## config.mk

```make
export PLATFORM = sky130hd
export DESIGN_NAME = dcc_regs
export DESIGN_NICKNAME = d
export VERILOG_FILES = /design/src/dcc_pkg.sv /design/src/dcc_ch_if.sv /design/src/dcc_regs.sv /design/src/dcc_channel.sv
export SDC_FILE = /design/constraint.sdc
export NUM_CORES = 1
export LEC_CHECK = 0
export ABC_AREA = 1
export BUFFER_PORTS_ARGS = -buffer_cell sky130_fd_sc_hd__buf_2
export CORE_MARGIN = 2
export CORE_UTILIZATION = 59
export DETAILED_ROUTE_END_ITERATION = 10
export PLACE_DENSITY = 0.91
export SYNTH_ARGS = -nofsm -noshare
export SYNTH_HDL_FRONTEND = slang
export SYNTH_SLANG_ARGS = --single-unit
export TNS_END_PERCENT = 10
```

## constraint.sdc

```tcl
create_clock -name mclk -period 5.6 [get_ports mclk]
set_clock_uncertainty 0.2 [all_clocks]
set_input_delay 0.56 -clock mclk [delete_from_list [all_inputs] [get_ports mclk]]
set_output_delay 0.56 -clock mclk [all_outputs]
set_load 0.03 [all_outputs]
```

## src/dcc_pkg.sv

```systemverilog
/*
 Constants and state types of the dual-channel converter control registers.
 Assumes a single 16-bit register path from the serial front end.
*/
package dcc_pkg;
	// ----------------------------------------------------------------
	// Register addresses
	// ----------------------------------------------------------------
	localparam logic [7:0]  ADDR_CH1_CODE     = 8'h19;
	localparam logic [7:0]  ADDR_CH0_CODE     = 8'h1c;
	localparam logic [7:0]  ADDR_CONFIG       = 8'h1f;
	localparam logic [7:0]  ADDR_TRIGGER      = 8'h20;
	localparam logic [7:0]  PMBUS_PAGE_COMMON = 8'hff;
	localparam logic [7:0]  PMBUS_CMD_CONFIG  = 8'he3;
	localparam logic [7:0]  PMBUS_CMD_TRIGGER = 8'he4;
	localparam logic [7:0]  PMBUS_PAGE_CH0    = 8'h03;
	localparam logic [7:0]  PMBUS_PAGE_CH1    = 8'h00;
	localparam logic [7:0]  PMBUS_CMD_CODE    = 8'h21;
	// ----------------------------------------------------------------
	// Reset values and masks
	// ----------------------------------------------------------------
	localparam logic [15:0] CODE_RESET        = 16'h0000;
	localparam logic [15:0] CONFIG_RESET      = 16'h0fff;
	localparam logic [15:0] CONFIG_RW_MASK    = 16'hfe07;
	localparam logic [15:0] CODE_MID          = 16'h8000;
	localparam logic [3:0]  UNLOCK_PASSWORD   = 4'h5;
	localparam logic [3:0]  SW_RESET_KEY      = 4'ha;
	localparam logic [7:0]  ROW_ADDR_0        = 8'h00;
	localparam logic [7:0]  ROW_ADDR_1        = 8'h01;
	// ----------------------------------------------------------------
	// Field positions
	// ----------------------------------------------------------------
	localparam int CFG_WIN_LATCH  = 15;
	localparam int CFG_LOCK       = 14;
	localparam int CFG_ROW_SEL    = 13;
	localparam int CFG_INT_REF    = 12;
	localparam int CFG_VPWR0_LSB  = 10;
	localparam int CFG_IPWR0      = 9;
	localparam int CFG_VPWR1_LSB  = 1;
	localparam int CFG_IPWR1      = 0;
	localparam int TRG_PW_LSB     = 12;
	localparam int TRG_RST_LSB    = 8;
	localparam int TRG_LOAD       = 7;
	localparam int TRG_CLEAR      = 6;
	localparam int TRG_FDUMP      = 4;
	localparam int TRG_GUARD      = 3;
	localparam int TRG_ROW_READ   = 2;
	localparam int TRG_PROG       = 1;
	localparam int TRG_RELOAD     = 0;

	typedef struct packed {
		logic [15:0] cfg;
		logic [3:0]  password;
		logic [15:0] rdata;
		logic        rvalid;
		logic        swrst;
		logic        load;
		logic        clear;
		logic        fdump;
		logic        guard;
		logic        row_read;
		logic        prog;
		logic        reload;
	} dcc_state_t;
endpackage

```

## src/dcc_ch_if.sv

```systemverilog
/*
 Link between the register core and one output-code channel.
 Assumes both ends share mclk.
*/
`timescale 1ns/100ps
interface dcc_ch_if;
	logic        code_wr;
	logic [15:0] wdata;
	logic        sync_load;
	logic        clear;
	logic        srst;
	logic        sync_cfg;
	logic        clear_sel;
	logic [15:0] buffered_code;
	logic [15:0] output_code;

	modport ctl (output code_wr, wdata, sync_load, clear, srst, sync_cfg, clear_sel,
		input buffered_code, output_code);
	modport chan (input code_wr, wdata, sync_load, clear, srst, sync_cfg, clear_sel,
		output buffered_code, output_code);
endinterface

```

## src/dcc_regs.sv

```systemverilog
/*
 Common control register slice of a dual-channel voltage/current output converter:
 two output code registers, shared configuration and shared action triggers.
 Assumes the serial front end presents one decoded access per cycle, either by
 register address or by PMBus page and command, and collects read data a cycle later.
*/
// Behaviour
// - Output codes are straight binary, left aligned; bits below resolution ignored.
// - Configuration bit 15 picks latching or non-latching window comparator output.
// - While locked, register changes are refused until the unlock sequence.
// - Configuration bit 13 picks fault-dump row 0x00 or 0x01.
// - Configuration bit 12 enables internal reference; host sets it before gains.
// - Voltage output power fields decode four modes and reset to high impedance.
// - Current output power bits: 0 powered, 1 down; reset to 1.
// - Trigger key 1010 in bits 11-8 starts a power-on reset, self-clearing.
// - Trigger bit 7 loads buffered codes on sync-configured channels, self-clearing.
// - Trigger bit 6 clears codes to zero or mid per channel, self-clearing.
// - Trigger bit 4 starts fault-dump sequence, self-clearing.
// - Trigger bit 3 starts safeguard action, self-clearing.
// - Trigger bit 2 reads one nonvolatile row for fault dump, self-clearing.
// - Trigger bit 1 programs registers into nonvolatile memory, self-clearing.
// - Trigger bit 0 reloads nonvolatile contents into registers, self-clearing.
// - Configuration and trigger also reachable via PMBus page FFh, E3h and E4h.
`timescale 1ns/100ps
module dcc_regs #(
	parameter int RES_BITS = 12
) (
	input  wire logic        mclk,
	input  wire logic        rst,
	input  wire logic        acc_pmbus,
	input  wire logic [7:0]  pmbus_page,
	input  wire logic [7:0]  reg_addr,
	input  wire logic        wr_en,
	input  wire logic        rd_en,
	input  wire logic [15:0] wdata,
	output logic      [15:0] rdata,
	output logic             rvalid,
	input  wire logic [1:0]  sync_config,
	input  wire logic [1:0]  clear_level_select,
	output logic      [15:0] ch0_code,
	output logic      [15:0] ch1_code,
	output logic             window_latch_select,
	output logic             register_lock,
	output logic      [7:0]  fault_dump_row_addr,
	output logic             internal_ref_enable,
	output logic      [1:0]  voltage_output_power0,
	output logic      [1:0]  voltage_output_power1,
	output logic      [1:0]  current_output_power,
	output logic             sw_reset_pulse,
	output logic             fault_dump_start,
	output logic             safeguard_start,
	output logic             single_row_read_start,
	output logic             nonvolatile_program_start,
	output logic             nonvolatile_reload_start
);
	// ----------------------------------------------------------------
	// Address decode
	// ----------------------------------------------------------------
	logic hit_code0;
	logic hit_code1;
	logic hit_cfg;
	logic hit_trg;
	logic locked;
	logic pw_ok;

	always_comb begin
		if (acc_pmbus) begin
			hit_cfg   = pmbus_page == dcc_pkg::PMBUS_PAGE_COMMON
				&& reg_addr == dcc_pkg::PMBUS_CMD_CONFIG;
			hit_trg   = pmbus_page == dcc_pkg::PMBUS_PAGE_COMMON
				&& reg_addr == dcc_pkg::PMBUS_CMD_TRIGGER;
			hit_code0 = pmbus_page == dcc_pkg::PMBUS_PAGE_CH0
				&& reg_addr == dcc_pkg::PMBUS_CMD_CODE;
			hit_code1 = pmbus_page == dcc_pkg::PMBUS_PAGE_CH1
				&& reg_addr == dcc_pkg::PMBUS_CMD_CODE;
		end else begin
			hit_cfg   = reg_addr == dcc_pkg::ADDR_CONFIG;
			hit_trg   = reg_addr == dcc_pkg::ADDR_TRIGGER;
			hit_code0 = reg_addr == dcc_pkg::ADDR_CH0_CODE;
			hit_code1 = reg_addr == dcc_pkg::ADDR_CH1_CODE;
		end
	end

	// ----------------------------------------------------------------
	// Register state
	// ----------------------------------------------------------------
	dcc_pkg::dcc_state_t s_reg;
	dcc_pkg::dcc_state_t s_next;
	dcc_ch_if            ch_if[2] ();

	assign locked = s_reg.cfg[dcc_pkg::CFG_LOCK];
	assign pw_ok  = s_reg.password == dcc_pkg::UNLOCK_PASSWORD;

	always_comb begin
		s_next          = s_reg;
		s_next.rvalid   = 1'b0;
		s_next.swrst    = 1'b0;
		s_next.load     = 1'b0;
		s_next.clear    = 1'b0;
		s_next.fdump    = 1'b0;
		s_next.guard    = 1'b0;
		s_next.row_read = 1'b0;
		s_next.prog     = 1'b0;
		s_next.reload   = 1'b0;
		if (rd_en) begin
			s_next.rvalid = 1'b1;
			if (hit_cfg)
				s_next.rdata = s_reg.cfg;
			else if (hit_trg)
				s_next.rdata = {s_reg.password, 12'h000};
			else if (hit_code0)
				s_next.rdata = ch_if[0].buffered_code;
			else if (hit_code1)
				s_next.rdata = ch_if[1].buffered_code;
			else
				s_next.rdata = 16'h0000;
		end
		if (wr_en && hit_cfg) begin
			if (!locked)
				s_next.cfg = (wdata & dcc_pkg::CONFIG_RW_MASK)
					| (dcc_pkg::CONFIG_RESET & ~dcc_pkg::CONFIG_RW_MASK);
			else if (pw_ok && !wdata[dcc_pkg::CFG_LOCK]) begin
				s_next.cfg[dcc_pkg::CFG_LOCK] = 1'b0;
				s_next.password               = 4'h0;
			end
		end
		if (wr_en && hit_trg) begin
			// Password is kept even while locked, otherwise unlock is impossible
			s_next.password = wdata[dcc_pkg::TRG_PW_LSB +: 4];
			if (!locked) begin
				s_next.load     = wdata[dcc_pkg::TRG_LOAD];
				s_next.clear    = wdata[dcc_pkg::TRG_CLEAR];
				s_next.fdump    = wdata[dcc_pkg::TRG_FDUMP];
				s_next.guard    = wdata[dcc_pkg::TRG_GUARD];
				s_next.row_read = wdata[dcc_pkg::TRG_ROW_READ];
				s_next.prog     = wdata[dcc_pkg::TRG_PROG];
				s_next.reload   = wdata[dcc_pkg::TRG_RELOAD];
				if (wdata[dcc_pkg::TRG_RST_LSB +: 4] == dcc_pkg::SW_RESET_KEY) begin
					s_next.cfg      = dcc_pkg::CONFIG_RESET;
					s_next.password = 4'h0;
					s_next.swrst    = 1'b1;
					s_next.load     = 1'b0;
					s_next.clear    = 1'b0;
					s_next.fdump    = 1'b0;
					s_next.guard    = 1'b0;
					s_next.row_read = 1'b0;
					s_next.prog     = 1'b0;
					s_next.reload   = 1'b0;
				end
			end
		end
	end

	always_ff @(posedge mclk or posedge rst) begin
		if (rst) begin
			s_reg          <= '0;
			s_reg.cfg      <= dcc_pkg::CONFIG_RESET;
		end else
			s_reg <= s_next;
	end

	// ----------------------------------------------------------------
	// Channels
	// ----------------------------------------------------------------
	genvar g;
	generate
		for (g = 0; g < 2; g++) begin : gen_ch
			assign ch_if[g].code_wr   = wr_en && !locked
				&& (g == 0 ? hit_code0 : hit_code1);
			assign ch_if[g].wdata     = wdata;
			assign ch_if[g].sync_load = s_reg.load;
			assign ch_if[g].clear     = s_reg.clear;
			assign ch_if[g].srst      = s_reg.swrst;
			assign ch_if[g].sync_cfg  = sync_config[g];
			assign ch_if[g].clear_sel = clear_level_select[g];
			dcc_channel #(
				.RES_BITS (RES_BITS)
			) u_ch (
				.mclk (mclk),
				.rst  (rst),
				.ch   (ch_if[g].chan)
			);
		end
	endgenerate

	// ----------------------------------------------------------------
	// Outputs
	// ----------------------------------------------------------------
	assign ch0_code                  = ch_if[0].output_code;
	assign ch1_code                  = ch_if[1].output_code;
	assign rdata                     = s_reg.rdata;
	assign rvalid                    = s_reg.rvalid;
	assign window_latch_select       = s_reg.cfg[dcc_pkg::CFG_WIN_LATCH];
	assign register_lock             = locked;
	assign fault_dump_row_addr       = s_reg.cfg[dcc_pkg::CFG_ROW_SEL] ?
		dcc_pkg::ROW_ADDR_1 : dcc_pkg::ROW_ADDR_0;
	assign internal_ref_enable       = s_reg.cfg[dcc_pkg::CFG_INT_REF];
	assign voltage_output_power0     = s_reg.cfg[dcc_pkg::CFG_VPWR0_LSB +: 2];
	assign voltage_output_power1     = s_reg.cfg[dcc_pkg::CFG_VPWR1_LSB +: 2];
	assign current_output_power      = {s_reg.cfg[dcc_pkg::CFG_IPWR1],
		s_reg.cfg[dcc_pkg::CFG_IPWR0]};
	assign sw_reset_pulse            = s_reg.swrst;
	assign fault_dump_start          = s_reg.fdump;
	assign safeguard_start           = s_reg.guard;
	assign single_row_read_start     = s_reg.row_read;
	assign nonvolatile_program_start = s_reg.prog;
	assign nonvolatile_reload_start  = s_reg.reload;
endmodule

```

## src/dcc_channel.sv

```systemverilog
/*
 One channel: buffered code register and the code presented to the converter.
 Assumes strobes from the register core are single-cycle pulses.
*/
`timescale 1ns/100ps
module dcc_channel #(
	parameter int RES_BITS = 12
) (
	input  wire logic mclk,
	input  wire logic rst,
	dcc_ch_if.chan    ch
);
	// Low bits beyond the resolution are dropped on write
	localparam logic [15:0] CODE_MASK = 16'hffff << (16 - RES_BITS);

	typedef struct packed {
		logic [15:0] buffered;
		logic [15:0] outcode;
	} dcc_chan_state_t;

	dcc_chan_state_t s_reg;
	dcc_chan_state_t s_next;

	always_comb begin
		s_next = s_reg;
		if (ch.srst) begin
			s_next.buffered = dcc_pkg::CODE_RESET;
			s_next.outcode  = dcc_pkg::CODE_RESET;
		end else if (ch.clear) begin
			s_next.buffered = ch.clear_sel ? dcc_pkg::CODE_MID : dcc_pkg::CODE_RESET;
			s_next.outcode  = s_next.buffered;
		end else begin
			if (ch.code_wr) begin
				s_next.buffered = ch.wdata & CODE_MASK;
				if (!ch.sync_cfg)
					s_next.outcode = s_next.buffered;
			end
			if (ch.sync_load && ch.sync_cfg)
				s_next.outcode = s_next.buffered;
		end
	end

	always_ff @(posedge mclk or posedge rst) begin
		if (rst)
			s_reg <= '0;
		else
			s_reg <= s_next;
	end

	assign ch.buffered_code = s_reg.buffered;
	assign ch.output_code   = s_reg.outcode;
endmodule

```

==> results.cfg, run 1 <==
[status]
status = finished clean

[synth]
muxShareOfSynthArea = 0
synth_top_area_cell = dfrtp_1
synth_top_family_by_area = simple AND/OR/NAND/NOR gates
synth_area_um2 = 5430
yosysWarnings = 0
synthSimpleGateAreaFrac = 0.296
ys_types = 37
syn_avg_cell_area_um2 = 7.97
yosys.area_share.adder = 0
ys_top_cells_by_area = dfrtp_1 45%, nand2_1 15%, nand3_1 6.2%, dfstp_2 5.8%, inv_1 5.0%
yosysSeqAreaShare = 0.505
ys_ff_latch = 109
syn_inst = 681
synthDominantCellAreaShare = 0.447
synth_compound_area_frac = 0.0763
synthXorXnorAreaFrac = 0

[drt]
drc_errors = 0
dr.pass1.iters = 5
dr_total_vias = 4845
wl_per_cell_um = 15.9
antenna_left = 0
wirelength_mm = 13.7
via_per_inst = 5.59
drtIter0Drc = 445

[finish]
fin_util = 0.660
final_cell_mix = 215 x nand2_1, 105 x buf_2, 97 x dfrtp_1
antenna_cells = 0
final_common_cell = nand2_1
final_cells = 866
layout-drive-gt1-share = 0.223
nets = 792
area_delta_synth_final_pct = 10.3
final_cell_area_um2 = 5990

[critical_path]
startpoint_type = input port
criticalPathCategory = in -> reg
crit_path_end = gen_ch[1].u_ch.ch.output_code[6]
arrival_ns = 3.09
timing.critical_path.from = reg_addr[3]
worstReg2RegEnd = gen_ch[1].u_ch.ch.output_code[6]
crit_path_end_kind = flop
r2r-start = register_lock
crit_required_ns = 5.71
path_max_fanout = 30
reg2reg_depth = 5
r2r_setup_slack_ns = 3.24

[die]
initial_utilization = 0.599
io_pins = 113
die_area_um2 = 9990
die_h_um = 99.9
dieWidth_um = 99.9
rows = 35
core_area_um2 = 9060

[placement]
hpwl_mm = 9.96
dpl-instance-area_um2 = 5770
portBuffers = 105
dpl.cell_count = 851
routabilityCongestion = 0.943

[job]
drv_cap = 0

[clock_network]
cts_hold_buffers = 0
cts.repair.resized = 0
path_clk_slew_ns = 0.10
post_cts_buffers = 0
numCtsBuffers = 9
cts_buffer_depth = 2
htree_levels = 3
clkSinkCount = 109
cts_root_buf = clkbuf_8
cts_tree = yes
clk_latency_ns = 0.38

[sta]
fin_crit_sh = 0.533
relSlewSlack = 0.282
period_minus_slack_ns = 2.99
tightest_slew_ns = 1.07
clock.fmax_mhz = 335
rsz0062_at_grt = no
setup-tns-final_ns = 0
whs_ns = 0.0676
slew_violations = 0
hold_viol = 0
finalSetupViolCount = 0

[min_path]
hold_path_class = in -> async

[grt]
grt_pass1_wl_mm = 22.2
grtUsageMet3 = 0.0571
grt_max_degree = 58
grt.met1_usage = 0.389
busiest_layer = met2
antenna_found_initial = 0
grt_overflow = 0
grtUsageTotal = 0.283
grt_pass1_vias = 4585
gr-usage-met2 = 0.446

[power]
seqPwrFrac = 0.532
leakage_nw = 3.42
power_switching_share = 0.283
power_density_nw_per_um2 = 271
netSwitchingPower_uw = 460
clkPwrFrac = 0.325
p_comb_frac = 0.144
p_int_mw = 1.16
ir_drop_v = 0.000142
-- power groups by stage --
stage                     combinational, mW  sequential [mW]  clock, mW
after floorplan                       0.169            0.888          0
after global placement                0.222            0.876          0
after detailed placement              0.230            0.877          0
after CTS                             0.232            0.862      0.529
after global routing                  0.253            0.867      0.567
final                                 0.233            0.863      0.527
-- metal layers --
| layer | vias to the layer above | wire, µm |
|---|---|---|
| met2 | 302 | 6440 |
| li1 | 2243 | - |
| met4 | 0 | 405 |
| met1 | 2260 | 5530 |
| met3 | 40 | 1360 |
| met5 | - | 0 |
-- worst max-delay path: stages --
cell	delay [ns]
buf_2	0.12
nor2_2	0.16
inv_1	0.10
nor2_2	0.14
nand3_1	0.08
nand2_1	0.79
nand2_2	0.55
o21ai_0	0.38
nand2_1	0.08
o21ai_1	0.12
-- cells by family (layout without fill, tap and decap cells) --
kind of cell | Yosys count | in the layout
simple gates | 364 | 364
buf+inv | 132 | 200
flops | 109 | 109
compound gates | 75 | 75
other cells | 1 | 7
-- Yosys cell counts --
library cell and instances:
nand2_4 2, nor4_1 1, nor2_4 2, o21ai_0 29, clkinv_2 1, o21ai_2 1, or2_2 2, buf_4 36
conb_1 1, dfrtp_1 97, nand3_2 2, a21oi_1 21, a21oi_4 1, inv_2 4, nor3_1 5, o21a_1 1
o21bai_1 1, or2_0 1, buf_6 1, o21ai_1 12, nand3_1 67, buf_8 1, nand4_1 6, a31oi_1 3
nand2_2 13, dfstp_2 12, nand3_4 1, nor3_2 1, nor2_2 3, nor2_1 37, nand2_1 215, buf_2 9
inv_1 73, o211ai_1 6, nand3b_1 6, clkbuf_1 6, buf_1 1
-- cell type report --
class | instances | area (µm²)
clock buffer | 10 | 138
clock inverter | 5 | 83.8
fill | 719 | 3080
inverter | 78 | 297
multi-input combinational | 446 | 2050
sequential | 109 | 2740
tap | 111 | 139
timing repair buffer | 107 | 541
-- metrics by stage --
step	worst slack [ns]	power [mW]
floorplan	1.99	1.06
global placement	2.52	1.10
detailed placement	2.33	1.11
CTS	2.73	1.62
global route	2.33	1.69
finish	2.61	1.62
-- worst min path at each step --
stage	to	slack [ns]
after floorplan	rdata[13]	0.25
after global placement	gen_ch[1].u_ch.ch.output_code[0]	0.25
after detailed placement	gen_ch[1].u_ch.ch.output_code[2]	0.26
after CTS	ch_if[0].clear	0.11
after global routing	ch_if[0].clear	0.12
final	ch_if[0].clear	0.07
Power figures use the tool's default switching activity.
==> run 2: changes to the inputs <==
CORE_UTILIZATION = 50   (was 59)
PLACE_DENSITY = 0.83   (was 0.91)
clock period = 2.58 ns   (was 5.6 ns; I/O delays follow)
==> results.cfg, run 2 (synthesized netlist as in run 1, its figures left out) <==
[placement]
hpwl_mm = 9.86
dpl.cell_count = 885
dpl-instance-area_um2 = 5850
portBuffers = 105
routabilityCongestion = 0.923

[status]
status = finished clean

[sta]
period_minus_slack_ns = 2.01
setup-tns-final_ns = 0
tightest_slew_ns = 0.593
rsz0062_at_grt = no
hold_viol = 0
whs_ns = 0.0361
clock.fmax_mhz = 497
relSlewSlack = 0.605
slew_violations = 0
fin_crit_sh = 0.781
finalSetupViolCount = 0

[die]
die_area_um2 = 11700
initial_utilization = 0.507
core_area_um2 = 10700
dieWidth_um = 108
rows = 38
io_pins = 113
die_h_um = 108

[min_path]
hp-start = wr_en
hold_path_class = in -> reg

[finish]
nets = 815
final_cells = 919
final_common_cell = nand2_1
antenna_cells = 0
final_cell_area_um2 = 6240
area_delta_synth_final_pct = 15.0
final_cell_mix = 215 x nand2_1, 105 x buf_2, 97 x dfrtp_1
layout-drive-gt1-share = 0.223
nFillCells = 1009

[job]
drv_cap = 0

[clock_network]
post_cts_buffers = 0
cts_buffer_depth = 2
clkSinkCount = 109
cts_root_buf = clkbuf_8
numCtsBuffers = 9
path_clk_slew_ns = 0.10
cts_tree = yes
clk_latency_ns = 0.37
htree_levels = 3
cts.repair.resized = 0
cts_hold_buffers = 18

[critical_path]
timing.critical_path.from = wdata[11]
arrival_ns = 2.05
crit_required_ns = 2.61
crit_path_end_kind = flop
path_max_fanout = 7
criticalPathCategory = in -> reg
r2r-start = sw_reset_pulse
startpoint_type = input port

[drt]
wl_per_cell_um = 14.7
wirelength_mm = 13.5
dr.pass1.iters = 5
via_per_inst = 5.15
antenna_left = 0
drtIter0Drc = 374
drc_errors = 0
dr_total_vias = 4731

[grt]
grt_overflow = 0
grt_max_degree = 97
antenna_found_initial = 0
grt_pass1_wl_mm = 21.5
grt_pass1_vias = 4365
grtUsageTotal = 0.235

[power]
p_int_mw = 2.48
clkPwrFrac = 0.310
seqPwrFrac = 0.539
netSwitchingPower_mw = 1.00
p_comb_frac = 0.151
ir_drop_v = 0.000357
power_density_nw_per_um2 = 558
leakage_nw = 3.52
total_power_mw = 3.48
power_switching_share = 0.288
run 2: per-layer routing:
| metal | part of all wire | global-route usage | vias up |
|---|---|---|---|
| li1 | - | - | 2299 |
| met1 | 0.45 | 0.337 | 2194 |
| met2 | 0.46 | 0.378 | 223 |
| met3 | 0.074 | 0.0410 | 15 |
| met4 | 0.012 | 0.0458 | 0 |
| met5 | 0 | 0 | - |
run 2: worst paths after layout:
kind	to	slack, ns	cells past startpoint
hold reg to reg	gen_ch[1].u_ch.ch.output_code[1]	0.28	2
min in group asynchronous	gen_ch[1].u_ch.ch.output_code[12]	0.20	3
setup / recovery	nonvolatile_program_start	0.57	7
setup reg to reg	gen_ch[1].u_ch.ch.output_code[13]	0.57	7
max in group asynchronous	s_reg[35]	1.18	4
hold / removal	register_lock	0.04	3
run 2: worst max-delay path, cell delays in order:
cell	delay [ns]
dlygate4sd3_1	0.52
buf_2	0.13
inv_1	0.10
nor4_1	0.26
buf_4	0.18
or2_0	0.47
nor2_1	0.12
run 2: final cells by class:
cell class              count  area (µm²)  area share
well taps                 140         175      0.0281
clock inverters             5        58.8     0.00942
repair buffers            130         771       0.123
inverters                  78         298      0.0477
clock buffers              11         151      0.0242
multi-input cells         446        2050       0.328
flip-flops and latches    109        2740       0.439
run 2: power groups by stage:
| stage | sequential, mW | clock [mW] | combinational, mW |
|---|---|---|---|
| finish | 1.88 | 1.08 | 0.526 |
| global route | 1.88 | 1.15 | 0.575 |
| CTS | 1.87 | 1.09 | 0.526 |
| detailed placement | 1.91 | 0 | 0.505 |
| global placement | 1.90 | 0 | 0.494 |
| floorplan | 1.93 | 0 | 0.367 |
run 2: metrics by stage:
stage,worst slack (ns),utilization
2_1_floorplan,0.816,-
3_3_place_gp,0.503,0.547
3_5_place_dp,0.458,0.547
4_1_cts,0.600,0.584
5_1_grt,0.389,0.584
6_report,0.566,0.584
==> run 3: changes to the inputs <==
CORE_UTILIZATION = 55   (was 50)
PLACE_DENSITY = 0.86   (was 0.83)
clock period = 1.9 ns   (was 2.58 ns; I/O delays follow)
==> results.cfg, run 3 (synthesized netlist as in run 1, its figures left out) <==
[status]
status = finished clean

[sta]
tightest_slew_ns = 0.583
fin_crit_sh = 0.978
hold_viol = 0
period_minus_slack_ns = 1.86
whs_ns = 0.0243
relSlewSlack = 0.611
clock.fmax_mhz = 538
setup-tns-final_ns = 0
fin_ws_ns = 0.0421
slew_violations = 0
finalSetupViolCount = 0

[finish]
nets = 838
final_cells = 935
area_delta_synth_final_pct = 18.6
antenna_cells = 0
final_cell_area_um2 = 6440
fin_util = 0.665
final_cell_mix = 215 x nand2_1, 105 x buf_2, 97 x dfrtp_1
final_common_cell = nand2_1
layout-drive-gt1-share = 0.243

[drt]
dr.pass1.iters = 7
dr_total_vias = 4928
via_per_inst = 5.27
antenna_left = 0
drtIter0Drc = 351
wirelength_mm = 13.9
drc_errors = 0
wl_per_cell_um = 14.8

[clock_network]
path_clk_slew_ns = 0.11
clkSinkCount = 109
numCtsBuffers = 9
htree_levels = 3
cts_root_buf = clkbuf_8
cts_buffer_depth = 2
clk_latency_ns = 0.37
cts_tree = yes

[die]
die_h_um = 103
die_area_um2 = 10700
io_pins = 113
core_area_um2 = 9680
rows = 36
dieWidth_um = 103
initial_utilization = 0.561

[critical_path]
critical_path.top_delay_family = buffers and inverters
reg2reg_depth = 5
path_max_fanout = 12
criticalPathCategory = in -> reg
worstReg2RegEnd = current_output_power[0]
crit_path_end_kind = flop
startpoint_type = input port
critical_path.slowest_cell = dlygate4sd3_1
r2r_setup_slack_ns = 0.13
crit_buf_inv = 5
cp_common_cell = buf_4
arrival_ns = 1.95
r2r-start = register_lock
worstPathCellList = dlygate4sd3_1, buf_2, inv_1, nor2_4, buf_4, nand3_4, buf_4, o211ai_1
crit_required_ns = 1.99
cp_slowest_stage_delay_ns = 0.52

[grt]
grtUsageTotal = 0.267
grt_pass1_vias = 4655
antenna_found_initial = 0
grt_overflow = 0
grt_max_degree = 110
grt_pass1_wl_mm = 22.0

[power]
clkPwrFrac = 0.289
leakage_nw = 3.64
power_switching_share = 0.308
total_power_mw = 4.63
seqPwrFrac = 0.549
ir_drop_v = 0.000337
netSwitchingPower_mw = 1.43
p_int_mw = 3.20
power_density_nw_per_um2 = 719
p_comb_frac = 0.162

[placement]
dpl.cell_count = 895
hpwl_mm = 9.95
routabilityCongestion = 0.900
pre_cts_ws_ns = -0.0507
dpl-instance-area_um2 = 6020
portBuffers = 105

[min_path]
hold_path_depth = 3
hold_end = voltage_output_power0[1]
hold_path_class = in -> reg
hp-start = wdata[11]

[job]
drv_cap = 0
[run 3: cell count changes in the layout (fill, tap and decap cells not counted), moves of 2 or more]
cell	delta
inv_6	+3
clkbuf_8	-2
buf_4	+17
dlygate4sd3_1	+2
buf_12	+4
clkinvlp_4	-2
clkinv_4	+2
[run 3: worst reg2reg max path: stages (launching register included)]
cell	delay, ns
dfrtp_1	0.46
nor2_4	0.30
buf_4	0.22
nand3_4	0.10
buf_4	0.20
o211ai_1	0.21
[run 3: worst max-delay path by stage]
stage / start / to / slack, ns / depth (start not counted)
after global routing: wr_en / current_output_power[0] / -0.05 / 8
after detailed placement: reg_addr[3] / rdata[2] / -0.05 / 11
after global placement: reg_addr[0] / ch_if[0].clear / 0.04 / 9
after floorplan: register_lock / gen_ch[1].u_ch.ch.output_code[5] / 0.14 / 7
after CTS: wdata[9] / ch_if[0].clear / 0.02 / 7
final: wr_en / current_output_power[0] / 0.04 / 8
[run 3: final cells by class]
type                            instances  area, µm²
Inverter                               78        298
Clock inverter                          7       57.6
Tap cell                              133        166
Fill cell                             778       3240
Sequential cell                       109       2740
Multi-Input combinational cell        446       2050
Timing Repair Buffer                  153        998
Clock buffer                            9        124
[run 3: power by group through the flow]
| stage | clock network (mW) | registers [mW] | logic (mW) |
|---|---|---|---|
| final | 1.34 | 2.54 | 0.749 |
| after global routing | 1.45 | 2.56 | 0.821 |
| after CTS | 1.36 | 2.54 | 0.735 |
| after detailed placement | 0 | 2.59 | 0.701 |
| after global placement | 0 | 2.58 | 0.680 |
| after floorplan | 0 | 2.62 | 0.498 |
[run 3: what timing repair did]
action                     4_1_cts  5_1_grt
setup buffers                    0        4
hold buffers                    20        0
hold endpoints to repair       134        0
resized for setup                0        2
setup endpoints to repair        0       27
[run 3: routing by layer]
layer  track usage  part of all wire  vias to the layer above
li1              -                 -                     2347
met1         0.381              0.44                     2305
met2         0.421              0.47                      244
met3        0.0363             0.073                       32
met4        0.0921             0.021                        0
met5             0                 0                        -
